<file path="src/hw/coad_map.vh">
// constants for the operand address decoder
`ifndef COAD_MAP_VH
`define COAD_MAP_VH
// addressing modes (17)
`define COAD_M_INH      5'h00
`define COAD_M_IMM      5'h01
`define COAD_M_DIR_S    5'h02
`define COAD_M_DIR_L    5'h03
`define COAD_M_IDX_0    5'h04
`define COAD_M_IDX_S    5'h05
`define COAD_M_IDX_L    5'h06
`define COAD_M_IND_S    5'h07
`define COAD_M_IND_L    5'h08
`define COAD_M_IIX_S    5'h09
`define COAD_M_IIX_L    5'h0A
`define COAD_M_REL_D    5'h0B
`define COAD_M_REL_I    5'h0C
`define COAD_M_BIT_D    5'h0D
`define COAD_M_BIT_I    5'h0E
`define COAD_M_BTR_D    5'h0F
`define COAD_M_BTR_I    5'h10
// mode families (7)
`define COAD_F_INH      3'h0
`define COAD_F_IMM      3'h1
`define COAD_F_DIR      3'h2
`define COAD_F_IDX      3'h3
`define COAD_F_IND      3'h4
`define COAD_F_REL      3'h5
`define COAD_F_BIT      3'h6
// prefix bytes
`define COAD_PFX_Y      8'h90
`define COAD_PFX_IND    8'h92
`define COAD_PFX_YIND   8'h91
// reset values and page-zero mask
`define COAD_RST_ADDR   16'h0000
`define COAD_RST_BYTE   8'h00
`define COAD_PAGE0_MASK 16'h00FF
`endif

</file>
<file path="src/hw/coad_mode_dec.v">
// opcode and prefix to addressing mode decoder
`timescale 1ns/1ps
`include "coad_map.vh"
module coad_mode_dec (
  input  wire [7:0] opcode,     // opcode byte
  input  wire [1:0] pfx,        // 0 none, 1 y, 2 indirect, 3 y indirect
  output reg  [4:0] mode,       // decoded addressing mode
  output reg        use_y,      // index y instead of x
  output reg        rmw_op,     // read-modify-write class
  output reg  [2:0] bit_num     // bit number for bit forms
);
  // opcode column: high nibble selects form, low nibble the operation
  always @* begin
    use_y   = (pfx == 2'h1) || (pfx == 2'h3);
    bit_num = opcode[3:1];
    rmw_op  = 1'b0;
    mode    = `COAD_M_INH;
    case (opcode[7:4])
      4'h0: mode = (pfx == 2'h2) ? `COAD_M_BTR_I : `COAD_M_BTR_D;
      4'h1: mode = (pfx == 2'h2) ? `COAD_M_BIT_I : `COAD_M_BIT_D;
      4'h2: mode = (pfx == 2'h2) ? `COAD_M_REL_I : `COAD_M_REL_D;
      4'h3: begin
        rmw_op = 1'b1;
        mode   = (pfx == 2'h2) ? `COAD_M_IND_S : `COAD_M_DIR_S;
      end
      4'h4, 4'h5, 4'h8, 4'h9: mode = `COAD_M_INH;
      4'h6: begin
        rmw_op = 1'b1;
        mode   = pfx[1] ? `COAD_M_IIX_S : `COAD_M_IDX_S;
      end
      4'h7: begin
        rmw_op = 1'b1;
        mode   = `COAD_M_IDX_0;
      end
      4'hA: mode = `COAD_M_IMM;
      4'hB: mode = (pfx == 2'h2) ? `COAD_M_IND_S : `COAD_M_DIR_S;
      4'hC: mode = (pfx == 2'h2) ? `COAD_M_IND_L : `COAD_M_DIR_L;
      4'hD: mode = pfx[1] ? `COAD_M_IIX_L : `COAD_M_IDX_L;
      4'hE: mode = pfx[1] ? `COAD_M_IIX_S : `COAD_M_IDX_S;
      4'hF: mode = `COAD_M_IDX_0;
      default: mode = `COAD_M_INH;
    endcase
  end
endmodule

</file>
<file path="src/hw/coad_addr_add.v">
// unsigned index add and signed relative add
`timescale 1ns/1ps
module coad_addr_add (
  input  wire [15:0] base,      // offset, pointer or pc
  input  wire [7:0]  index,     // index register value
  input  wire        rel,       // add signed byte instead of index
  input  wire [7:0]  rel_off,   // signed branch offset
  output wire [15:0] sum        // resulting address
);
  wire [15:0] ext_idx;
  wire [15:0] ext_rel;
  assign ext_idx = {8'h00, index};
  assign ext_rel = {{8{rel_off[7]}}, rel_off};
  assign sum     = base + (rel ? ext_rel : ext_idx);
endmodule

</file>
<file path="src/hw/coad_top.v">
// operand addressing logic: mode decode, operand fetch, address forming
`timescale 1ns/1ps
`include "coad_map.vh"
// Notes on behaviour
// - seventeen addressing modes in seven families are decoded.
// - inherent instructions are one byte and fetch no operand.
// - immediate instructions take the next byte as the operand value.
// - short direct fetches one address byte reaching 00 to FF.
// - long direct fetches a two-byte address reaching all 64 Kbyte.
// - indexed address is the unsigned sum of index register and offset.
// - indexed without offset uses the index alone, one extra byte with y.
// - short indexed adds one offset byte unsigned, reaching up to 1FE.
// - short direct and short indirect forms reach page zero, and read-modify-write ops take short forms only.
// - relative branches add a signed byte to the pc of the next instruction.
// - long indexed adds a two-byte offset to the index register.
// - short indirect reads a one-byte pointer from page zero.
// - long indirect reads a two-byte pointer from page zero.
// - prefix 90 selects y, 92 selects indirect, 91 selects y indirect.
module coad_top (
  input  wire        mclk,       // core clock
  input  wire        sys_rst,    // synchronous reset, active high
  input  wire        clk_en,     // freezes all state when low
  input  wire        fetch_vld,  // fetch byte valid this cycle
  input  wire [7:0]  fetch_byte, // next instruction byte
  input  wire [15:0] pc_in,      // address of fetch_byte
  input  wire [7:0]  x_reg,      // index register x
  input  wire [7:0]  y_reg,      // index register y
  input  wire        mem_ack,    // pointer read data valid
  input  wire [7:0]  mem_rdata,  // pointer read data
  output reg         mem_rd,     // pointer read request
  output reg  [15:0] mem_addr,   // pointer read address
  output reg         done,       // one-cycle pulse: result valid
  output reg  [4:0]  mode_out,   // decoded addressing mode
  output reg  [2:0]  family_out, // mode family
  output reg  [15:0] ea_out,     // effective address or branch target
  output reg  [7:0]  imm_out,    // immediate operand value
  output reg         imm_vld,    // operand is immediate
  output reg  [2:0]  bit_out,    // bit number for bit forms
  output reg  [15:0] br_tgt,     // branch target of bit-test-and-branch
  output reg  [1:0]  len_out,    // operand bytes after the opcode
  output reg         form_err    // read-modify-write with a long form
);
  localparam S_OPC  = 3'h0;
  localparam S_OP1  = 3'h1;
  localparam S_OP2  = 3'h2;
  localparam S_PTR1 = 3'h3;
  localparam S_PTR2 = 3'h4;
  localparam S_DONE = 3'h5;

  reg [2:0]  st_reg;
  reg [1:0]  pfx_reg;
  reg [7:0]  opc_reg;
  reg [7:0]  b1_reg;
  reg [7:0]  b2_reg;
  reg [7:0]  p_hi_reg;
  reg [1:0]  cnt_reg;
  reg        ptr_long_reg;
  // pc_in moves on before a pointer read ends, so the pc past the address byte is kept
  reg [15:0] pc_nxt_reg;

  wire [4:0] mode;
  wire       use_y;
  wire       rmw_op;
  wire [2:0] bit_num;
  wire [7:0] idx;
  wire [15:0] idx_sum;
  wire [15:0] rel_sum;
  reg  [15:0] add_base;

  coad_mode_dec u_dec (
    .opcode  (opc_reg),
    .pfx     (pfx_reg),
    .mode    (mode),
    .use_y   (use_y),
    .rmw_op  (rmw_op),
    .bit_num (bit_num)
  );

  assign idx = use_y ? y_reg : x_reg;

  coad_addr_add u_idx (
    .base    (add_base),
    .index   (idx),
    .rel     (1'b0),
    .rel_off (8'h00),
    .sum     (idx_sum)
  );

  // pc after the branch offset byte is the next instruction address
  coad_addr_add u_rel (
    .base    (pc_in + 16'h0001),
    .index   (8'h00),
    .rel     (1'b1),
    .rel_off (fetch_byte),
    .sum     (rel_sum)
  );

  // operand byte count after opcode, per mode
  function [1:0] op_len;
    input [4:0] m;
    begin
      case (m)
        `COAD_M_INH:   op_len = 2'h0;
        `COAD_M_IMM:   op_len = 2'h1;
        `COAD_M_DIR_S: op_len = 2'h1;
        `COAD_M_DIR_L: op_len = 2'h2;
        // the y form is one byte longer, but that byte is the prefix
        // ahead of the opcode; no operand follows the opcode either way
        `COAD_M_IDX_0: op_len = 2'h0;
        `COAD_M_IDX_S: op_len = 2'h1;
        `COAD_M_IDX_L: op_len = 2'h2;
        `COAD_M_IND_S, `COAD_M_IND_L,
        `COAD_M_IIX_S, `COAD_M_IIX_L: op_len = 2'h1;
        `COAD_M_REL_D, `COAD_M_REL_I: op_len = 2'h1;
        `COAD_M_BIT_D, `COAD_M_BIT_I: op_len = 2'h1;
        `COAD_M_BTR_D, `COAD_M_BTR_I: op_len = 2'h2;
        default:       op_len = 2'h0;
      endcase
    end
  endfunction

  // family of a mode
  function [2:0] fam;
    input [4:0] m;
    begin
      case (m)
        `COAD_M_INH: fam = `COAD_F_INH;
        `COAD_M_IMM: fam = `COAD_F_IMM;
        `COAD_M_DIR_S, `COAD_M_DIR_L: fam = `COAD_F_DIR;
        `COAD_M_IDX_0, `COAD_M_IDX_S, `COAD_M_IDX_L: fam = `COAD_F_IDX;
        `COAD_M_IND_S, `COAD_M_IND_L, `COAD_M_IIX_S, `COAD_M_IIX_L: fam = `COAD_F_IND;
        `COAD_M_REL_D, `COAD_M_REL_I: fam = `COAD_F_REL;
        default: fam = `COAD_F_BIT;
      endcase
    end
  endfunction

  // pointer-based modes need a page-zero read
  function is_ptr;
    input [4:0] m;
    begin
      is_ptr = (m == `COAD_M_IND_S) || (m == `COAD_M_IND_L) ||
               (m == `COAD_M_IIX_S) || (m == `COAD_M_IIX_L) ||
               (m == `COAD_M_REL_I) || (m == `COAD_M_BIT_I) ||
               (m == `COAD_M_BTR_I);
    end
  endfunction

  // one adder serves every indexed sum; only its base follows the mode
  always @* begin
    case (mode)
      `COAD_M_IDX_0: add_base = 16'h0000;
      `COAD_M_IDX_S: add_base = {8'h00, b1_reg};
      `COAD_M_IDX_L: add_base = {b1_reg, b2_reg};
      `COAD_M_IIX_S: add_base = {8'h00, mem_rdata};
      `COAD_M_IIX_L: add_base = {p_hi_reg, mem_rdata};
      default:       add_base = 16'h0000;
    endcase
  end

  always @(posedge mclk) begin
    if (sys_rst) begin
      st_reg       <= S_OPC;
      pfx_reg      <= 2'h0;
      opc_reg      <= `COAD_RST_BYTE;
      b1_reg       <= `COAD_RST_BYTE;
      b2_reg       <= `COAD_RST_BYTE;
      p_hi_reg     <= `COAD_RST_BYTE;
      cnt_reg      <= 2'h0;
      ptr_long_reg <= 1'b0;
      mem_rd       <= 1'b0;
      mem_addr     <= `COAD_RST_ADDR;
      done         <= 1'b0;
      mode_out     <= `COAD_M_INH;
      family_out   <= `COAD_F_INH;
      ea_out       <= `COAD_RST_ADDR;
      imm_out      <= `COAD_RST_BYTE;
      imm_vld      <= 1'b0;
      bit_out      <= 3'h0;
      br_tgt       <= `COAD_RST_ADDR;
      len_out      <= 2'h0;
      form_err     <= 1'b0;
    end else if (clk_en) begin
      done <= 1'b0;
      case (st_reg)
        S_OPC: if (fetch_vld) begin
          // a prefix byte is latched, then the opcode follows
          if (fetch_byte == `COAD_PFX_Y) begin
            pfx_reg <= 2'h1;
          end else if (fetch_byte == `COAD_PFX_IND) begin
            pfx_reg <= 2'h2;
          end else if (fetch_byte == `COAD_PFX_YIND) begin
            pfx_reg <= 2'h3;
          end else begin
            opc_reg <= fetch_byte;
            cnt_reg <= 2'h0;
            st_reg  <= S_OP1;
          end
        end
        S_OP1: begin
          // decoder now sees opc_reg; count and collect operand bytes
          mode_out   <= mode;
          family_out <= fam(mode);
          bit_out    <= bit_num;
          len_out    <= op_len(mode);
          // short-only ops on long forms are flagged, yet still executed in the long form
          form_err   <= rmw_op && ((mode == `COAD_M_DIR_L) ||
                        (mode == `COAD_M_IDX_L) || (mode == `COAD_M_IND_L));
          if (op_len(mode) == 2'h0) begin
            ea_out  <= (mode == `COAD_M_IDX_0) ? idx_sum : `COAD_RST_ADDR;
            imm_vld <= 1'b0;
            st_reg  <= S_DONE;
          end else if (fetch_vld) begin
            if (cnt_reg == 2'h0) begin
              b1_reg <= fetch_byte;
              if (mode == `COAD_M_REL_D)
                ea_out <= rel_sum;
            end else begin
              b2_reg <= fetch_byte;
              br_tgt <= rel_sum;
            end
            if (cnt_reg + 2'h1 == op_len(mode))
              st_reg <= S_OP2;
            cnt_reg <= cnt_reg + 2'h1;
          end
        end
        S_OP2: begin
          imm_vld <= (mode == `COAD_M_IMM);
          imm_out <= b1_reg;
          st_reg  <= S_DONE;
          case (mode)
            `COAD_M_DIR_S, `COAD_M_BIT_D, `COAD_M_BTR_D:
              ea_out <= {8'h00, b1_reg} & `COAD_PAGE0_MASK;
            `COAD_M_DIR_L: ea_out <= {b1_reg, b2_reg};
            `COAD_M_IDX_0: ea_out <= idx_sum;
            `COAD_M_IDX_S, `COAD_M_IDX_L: ea_out <= idx_sum;
            `COAD_M_REL_D: ea_out <= ea_out;
            default: ea_out <= `COAD_RST_ADDR;
          endcase
          if (is_ptr(mode)) begin
            // pointer lives in page zero at the byte after the opcode
            mem_rd       <= 1'b1;
            mem_addr     <= {8'h00, b1_reg};
            ptr_long_reg <= (mode == `COAD_M_IND_L) || (mode == `COAD_M_IIX_L);
            st_reg       <= S_PTR1;
          end
        end
        // wait states simply hold the request; the address stays put meanwhile
        S_PTR1: if (mem_ack) begin
          if (ptr_long_reg) begin
            // high byte first, then the next page-zero byte
            p_hi_reg <= mem_rdata;
            mem_addr <= {8'h00, b1_reg + 8'h01};
            st_reg   <= S_PTR2;
          end else begin
            mem_rd <= 1'b0;
            st_reg <= S_DONE;
            case (mode)
              `COAD_M_IIX_S: ea_out <= idx_sum;
              `COAD_M_REL_I: ea_out <= rel_sum_i(mem_rdata);
              default:       ea_out <= {8'h00, mem_rdata};
            endcase
          end
        end
        S_PTR2: if (mem_ack) begin
          mem_rd <= 1'b0;
          st_reg <= S_DONE;
          if (mode == `COAD_M_IIX_L)
            ea_out <= idx_sum;
          else
            ea_out <= {p_hi_reg, mem_rdata};
        end
        S_DONE: begin
          // prefix lives until the result is out, so it never leaks into the next opcode
          done    <= 1'b1;
          pfx_reg <= 2'h0;
          st_reg  <= S_OPC;
        end
        default: st_reg <= S_OPC;
      endcase
    end
  end

  // indirect relative: offset from memory, pc is past the address byte
  function [15:0] rel_sum_i;
    input [7:0] off;
    begin
      rel_sum_i = pc_nxt_reg + {{8{off[7]}}, off};
    end
  endfunction

  // captured as the last operand byte goes by
  always @(posedge mclk) begin
    if (sys_rst)
      pc_nxt_reg <= `COAD_RST_ADDR;
    else if (clk_en && st_reg == S_OP1 && fetch_vld)
      pc_nxt_reg <= pc_in + 16'h0001;
  end
endmodule

</file>
<file path="config.mk">
export PLATFORM = sky130hd
export DESIGN_NAME = coad_top
export DESIGN_NICKNAME = d
export VERILOG_FILES = /design/src/hw/coad_mode_dec.v /design/src/hw/coad_addr_add.v /design/src/hw/coad_top.v
export VERILOG_INCLUDE_DIRS = /design/src /design/src/hw
export SDC_FILE = /design/constraint.sdc
export NUM_CORES = 1
export LEC_CHECK = 0
export ABC_AREA = 1
export BUFFER_PORTS_ARGS = -buffer_cell sky130_fd_sc_hd__buf_2
export CORE_ASPECT_RATIO = 1.4
export CORE_MARGIN = 3
export CORE_UTILIZATION = 40
export CTS_BUF_LIST = sky130_fd_sc_hd__clkbuf_4 sky130_fd_sc_hd__clkbuf_8
export CTS_CLUSTER_DIAMETER = 60
export CTS_CLUSTER_SIZE = 24
export DETAILED_ROUTE_END_ITERATION = 10
export GPL_TIMING_DRIVEN = 0
export MAX_ROUTING_LAYER = met4
export PLACE_DENSITY = 0.62
export SYNTH_ARGS = -nofsm -noshare
export SYNTH_HDL_FRONTEND = slang
export SYNTH_SLANG_ARGS = --single-unit
</file>
<file path="constraint.sdc">
create_clock -name mclk -period 6.2 [get_ports mclk]
set_input_delay 1.86 -clock mclk [delete_from_list [all_inputs] [get_ports mclk]]
set_output_delay 1.86 -clock mclk [all_outputs]
set_load 0.1 [all_outputs]
</file>
==> flow_summary.json <==
{
  "routed_wl_um": 33700,
  "drt_pass1_iterations": 6,
  "endpoint_kind": "flip-flop",
  "grt_pass1_wl_um": 51800,
  "num_vias": 9560,
  "regToRegSetupSlack_ns": 0.58,
  "timing.final.ws_setup_ns": 0.577,
  "hold_slack_ns": 0.462,
  "drive_gt1_frac": 0.180,
  "r2r_start": "opc_reg[6]$_SDFFE_PP0P_",
  "timing.fmax_mhz": 178,
  "maxSlewHeadroom": 0.193,
  "rows": 63,
  "syn_to_final_growth_pct": 15.5,
  "final_nets": 1538,
  "drtAntennaViolNets": 0,
  "clk_latency_ns": 0.46,
  "synth_cell_types": 54,
  "ys_top_cells_by_area": "dfxtp_1 27%, nand2_1 9.2%, a21oi_1 8.7%",
  "period_share": 0.907,
  "cts.sinks": 120,
  "hold_viol": 0,
  "dp_slack_ns": 0.496,
  "post-route-min-period_ns": 5.62,
  "status": "finished, final reports clean",
  "die_w_um": 132,
  "drtIter0Drc": 676,
  "synthCells": 1293,
  "synth_top_area_cell": "dfxtp_1",
  "drc": 0,
  "hp-start": "mem_addr[2]$_SDFFE_PP0P_",
  "ys.warnings.count": 0,
  "die_height_um": 182,
  "core_area_mm2": 0.0214,
  "path_max_fanout": 10,
  "cap_violations": 0,
  "dp_hpwl_um": 26800,
  "ys_seq_area_frac": 0.272,
  "irDropWorstVdd_mv": 0.225,
  "clk_pin_slew_ns": 0.08,
  "crit_path_frequent_cell": "nand2_1",
  "p_leak_nw": 4.66,
  "grt_usage": 0.288,
  "synth_top_area_frac": 0.272,
  "cp.required_ns": 6.52,
  "grt_max_degree": 17,
  "p_per_area_mw_per_mm2": 442,
  "drv_slew": 0,
  "grt_pass1_vias": 9250,
  "worstMarginPinSlew_ns": 1.20,
  "ys_ff_latch": 120,
  "pin_count": 126,
  "root_buffer": "clkbuf_8",
  "routed_via_density": 5.49,
  "die-area_mm2": 0.0240,
  "worstSetupStartpoint": "opc_reg[6]$_SDFFE_PP0P_",
  "finalSetupViolCount": 0,
  "crit_path_max_incr_delay_ns": 0.41,
  "n_antenna_cell": 0,
  "grt_setup_unrepaired": "no",
  "tns_ns": 0,
  "crit_path_start_kind": "flip-flop",
  "cts_buffers": 17,
  "clk_path_buf_depth": 2,
  "most-common-layout-cells": "217 x nand2_1, 154 x a21oi_1, 143 x o21ai_0, 126 x buf_2, 121 x nor2_1",
  "cp_slowest_cell": "dfxtp_1",
  "mostFrequentLayoutCell": "nand2_1",
  "htreeDepth": 4,
  "cts_tree": "done",
  "start_util": 0.412,
  "cp.arrival_ns": 5.94,
  "overflow": 0,
  "avgSynthCellArea_um2": 6.84,
  "port_buffers": 116,
  "hold_path_class": "reg -> reg",
  "drt-wirelength-per-cell_um": 19.4,
  "cts_setup_buffers": 0,
  "syn-cell-area_mm2": 0.00884,
  "antenna_found_initial": 0,
  "crit_type": "reg -> reg",
  "skew_ns": 0.0168,
  "gp_congestion": 0.975
}
cell type report:
class | instances | area [um^2]
Tap cell | 292 | 365
Clock inverter | 9 | 91.3
Fill cell | 2322 | 11200
Timing Repair Buffer | 116 | 581
Sequential cell | 120 | 2400
Inverter | 140 | 536
Clock buffer | 23 | 304
Multi-Input combinational cell | 987 | 5650
Buffer | 53 | 283
metal layers:
| layer | wire [um] | track usage |
|---|---|---|
| met2 | 16500 | 0.496 |
| met4 | 2020 | 0.155 |
| met3 | 1670 | 0.0352 |
| met1 | 13500 | 0.325 |
| met5 | 0 | - |
stage by stage:
stage / util / power [mW] / std cells / instance area (um^2)
after floorplan: - / 3.05 / 1300 / 8870
after global placement: 0.458 / 3.75 / 1708 / 9810
after detailed placement: 0.458 / 3.76 / 1708 / 9810
after CTS: 0.476 / 4.48 / 1740 / 10200
after global routing: 0.476 / 4.78 / 1740 / 10200
final: 0.476 / 4.51 / 1740 / 10200
repair_timing:
item	CTS	global route
gates resized for setup	0	1
hold buffers	0	0
setup endpoints to repair	0	1
path summary, 6_finish.rpt:
path,depth (start not counted),end
setup / recovery,28,ea_out[10]$_SDFFE_PP0P_
hold / removal,2,mem_addr[2]$_SDFFE_PP0P_
setup reg to reg,28,ea_out[10]$_SDFFE_PP0P_
hold reg to reg,2,mem_addr[2]$_SDFFE_PP0P_
power by group:
| part | internal, mW | switching (mW) |
|---|---|---|
| logic | 0.698 | 2.10 |
| clock network | 0.370 | 0.355 |
| registers | 0.890 | 0.0956 |
| total | 1.96 | 2.55 |
kinds of logic (layout without fill, tap and decap cells):
logic type / count (synthesis) / after routing / synth area share
fa+ha+maj: 50 / 50 / 0.0733
buf+inv: 193 / 341 / 0.0925
other cells: 1 / 8 / 0.000424
simple gates: 480 / 480 / 0.259
xor+xnor: 47 / 47 / 0.0474
mux: 8 / 8 / 0.0102
compound gates: 394 / 394 / 0.245
flops: 120 / 120 / 0.272
worst max-delay path, delay by kind of cell, from the launching register on:
kind                       cells  cell delay [ns]
AOI/OAI and AO/OA              5             0.87
xor gates and xnor gates       1             0.39
adders and majority gates      3             0.88
buffers and inverters          7             1.15
DFF                            1             0.41
and+or+nand+nor               12             1.75
cells in the mapped netlist (all sizes together):
library cell  instances
a211oi                4
a21boi                1
a21o                  3
a21oi               156
a22oi                 2
a31o                  1
a31oi                12
a41oi                 1
buf                  27
clkbuf               26
clkinv                4
conb                  1
dfxtp               120
fa                    3
ha                   47
inv                 136
mux2                  8
nand2               241
nand3                57
nand3b                2
nand4                16
nor2                139
nor3                 15
nor3b                 1
nor4                  3
o2111ai               2
o211ai               18
o21ai               162
o221ai               14
o22ai                13
o31ai                 5
or2                   6
xnor2                16
xor2                 31
Power figures use the tool's default switching activity.
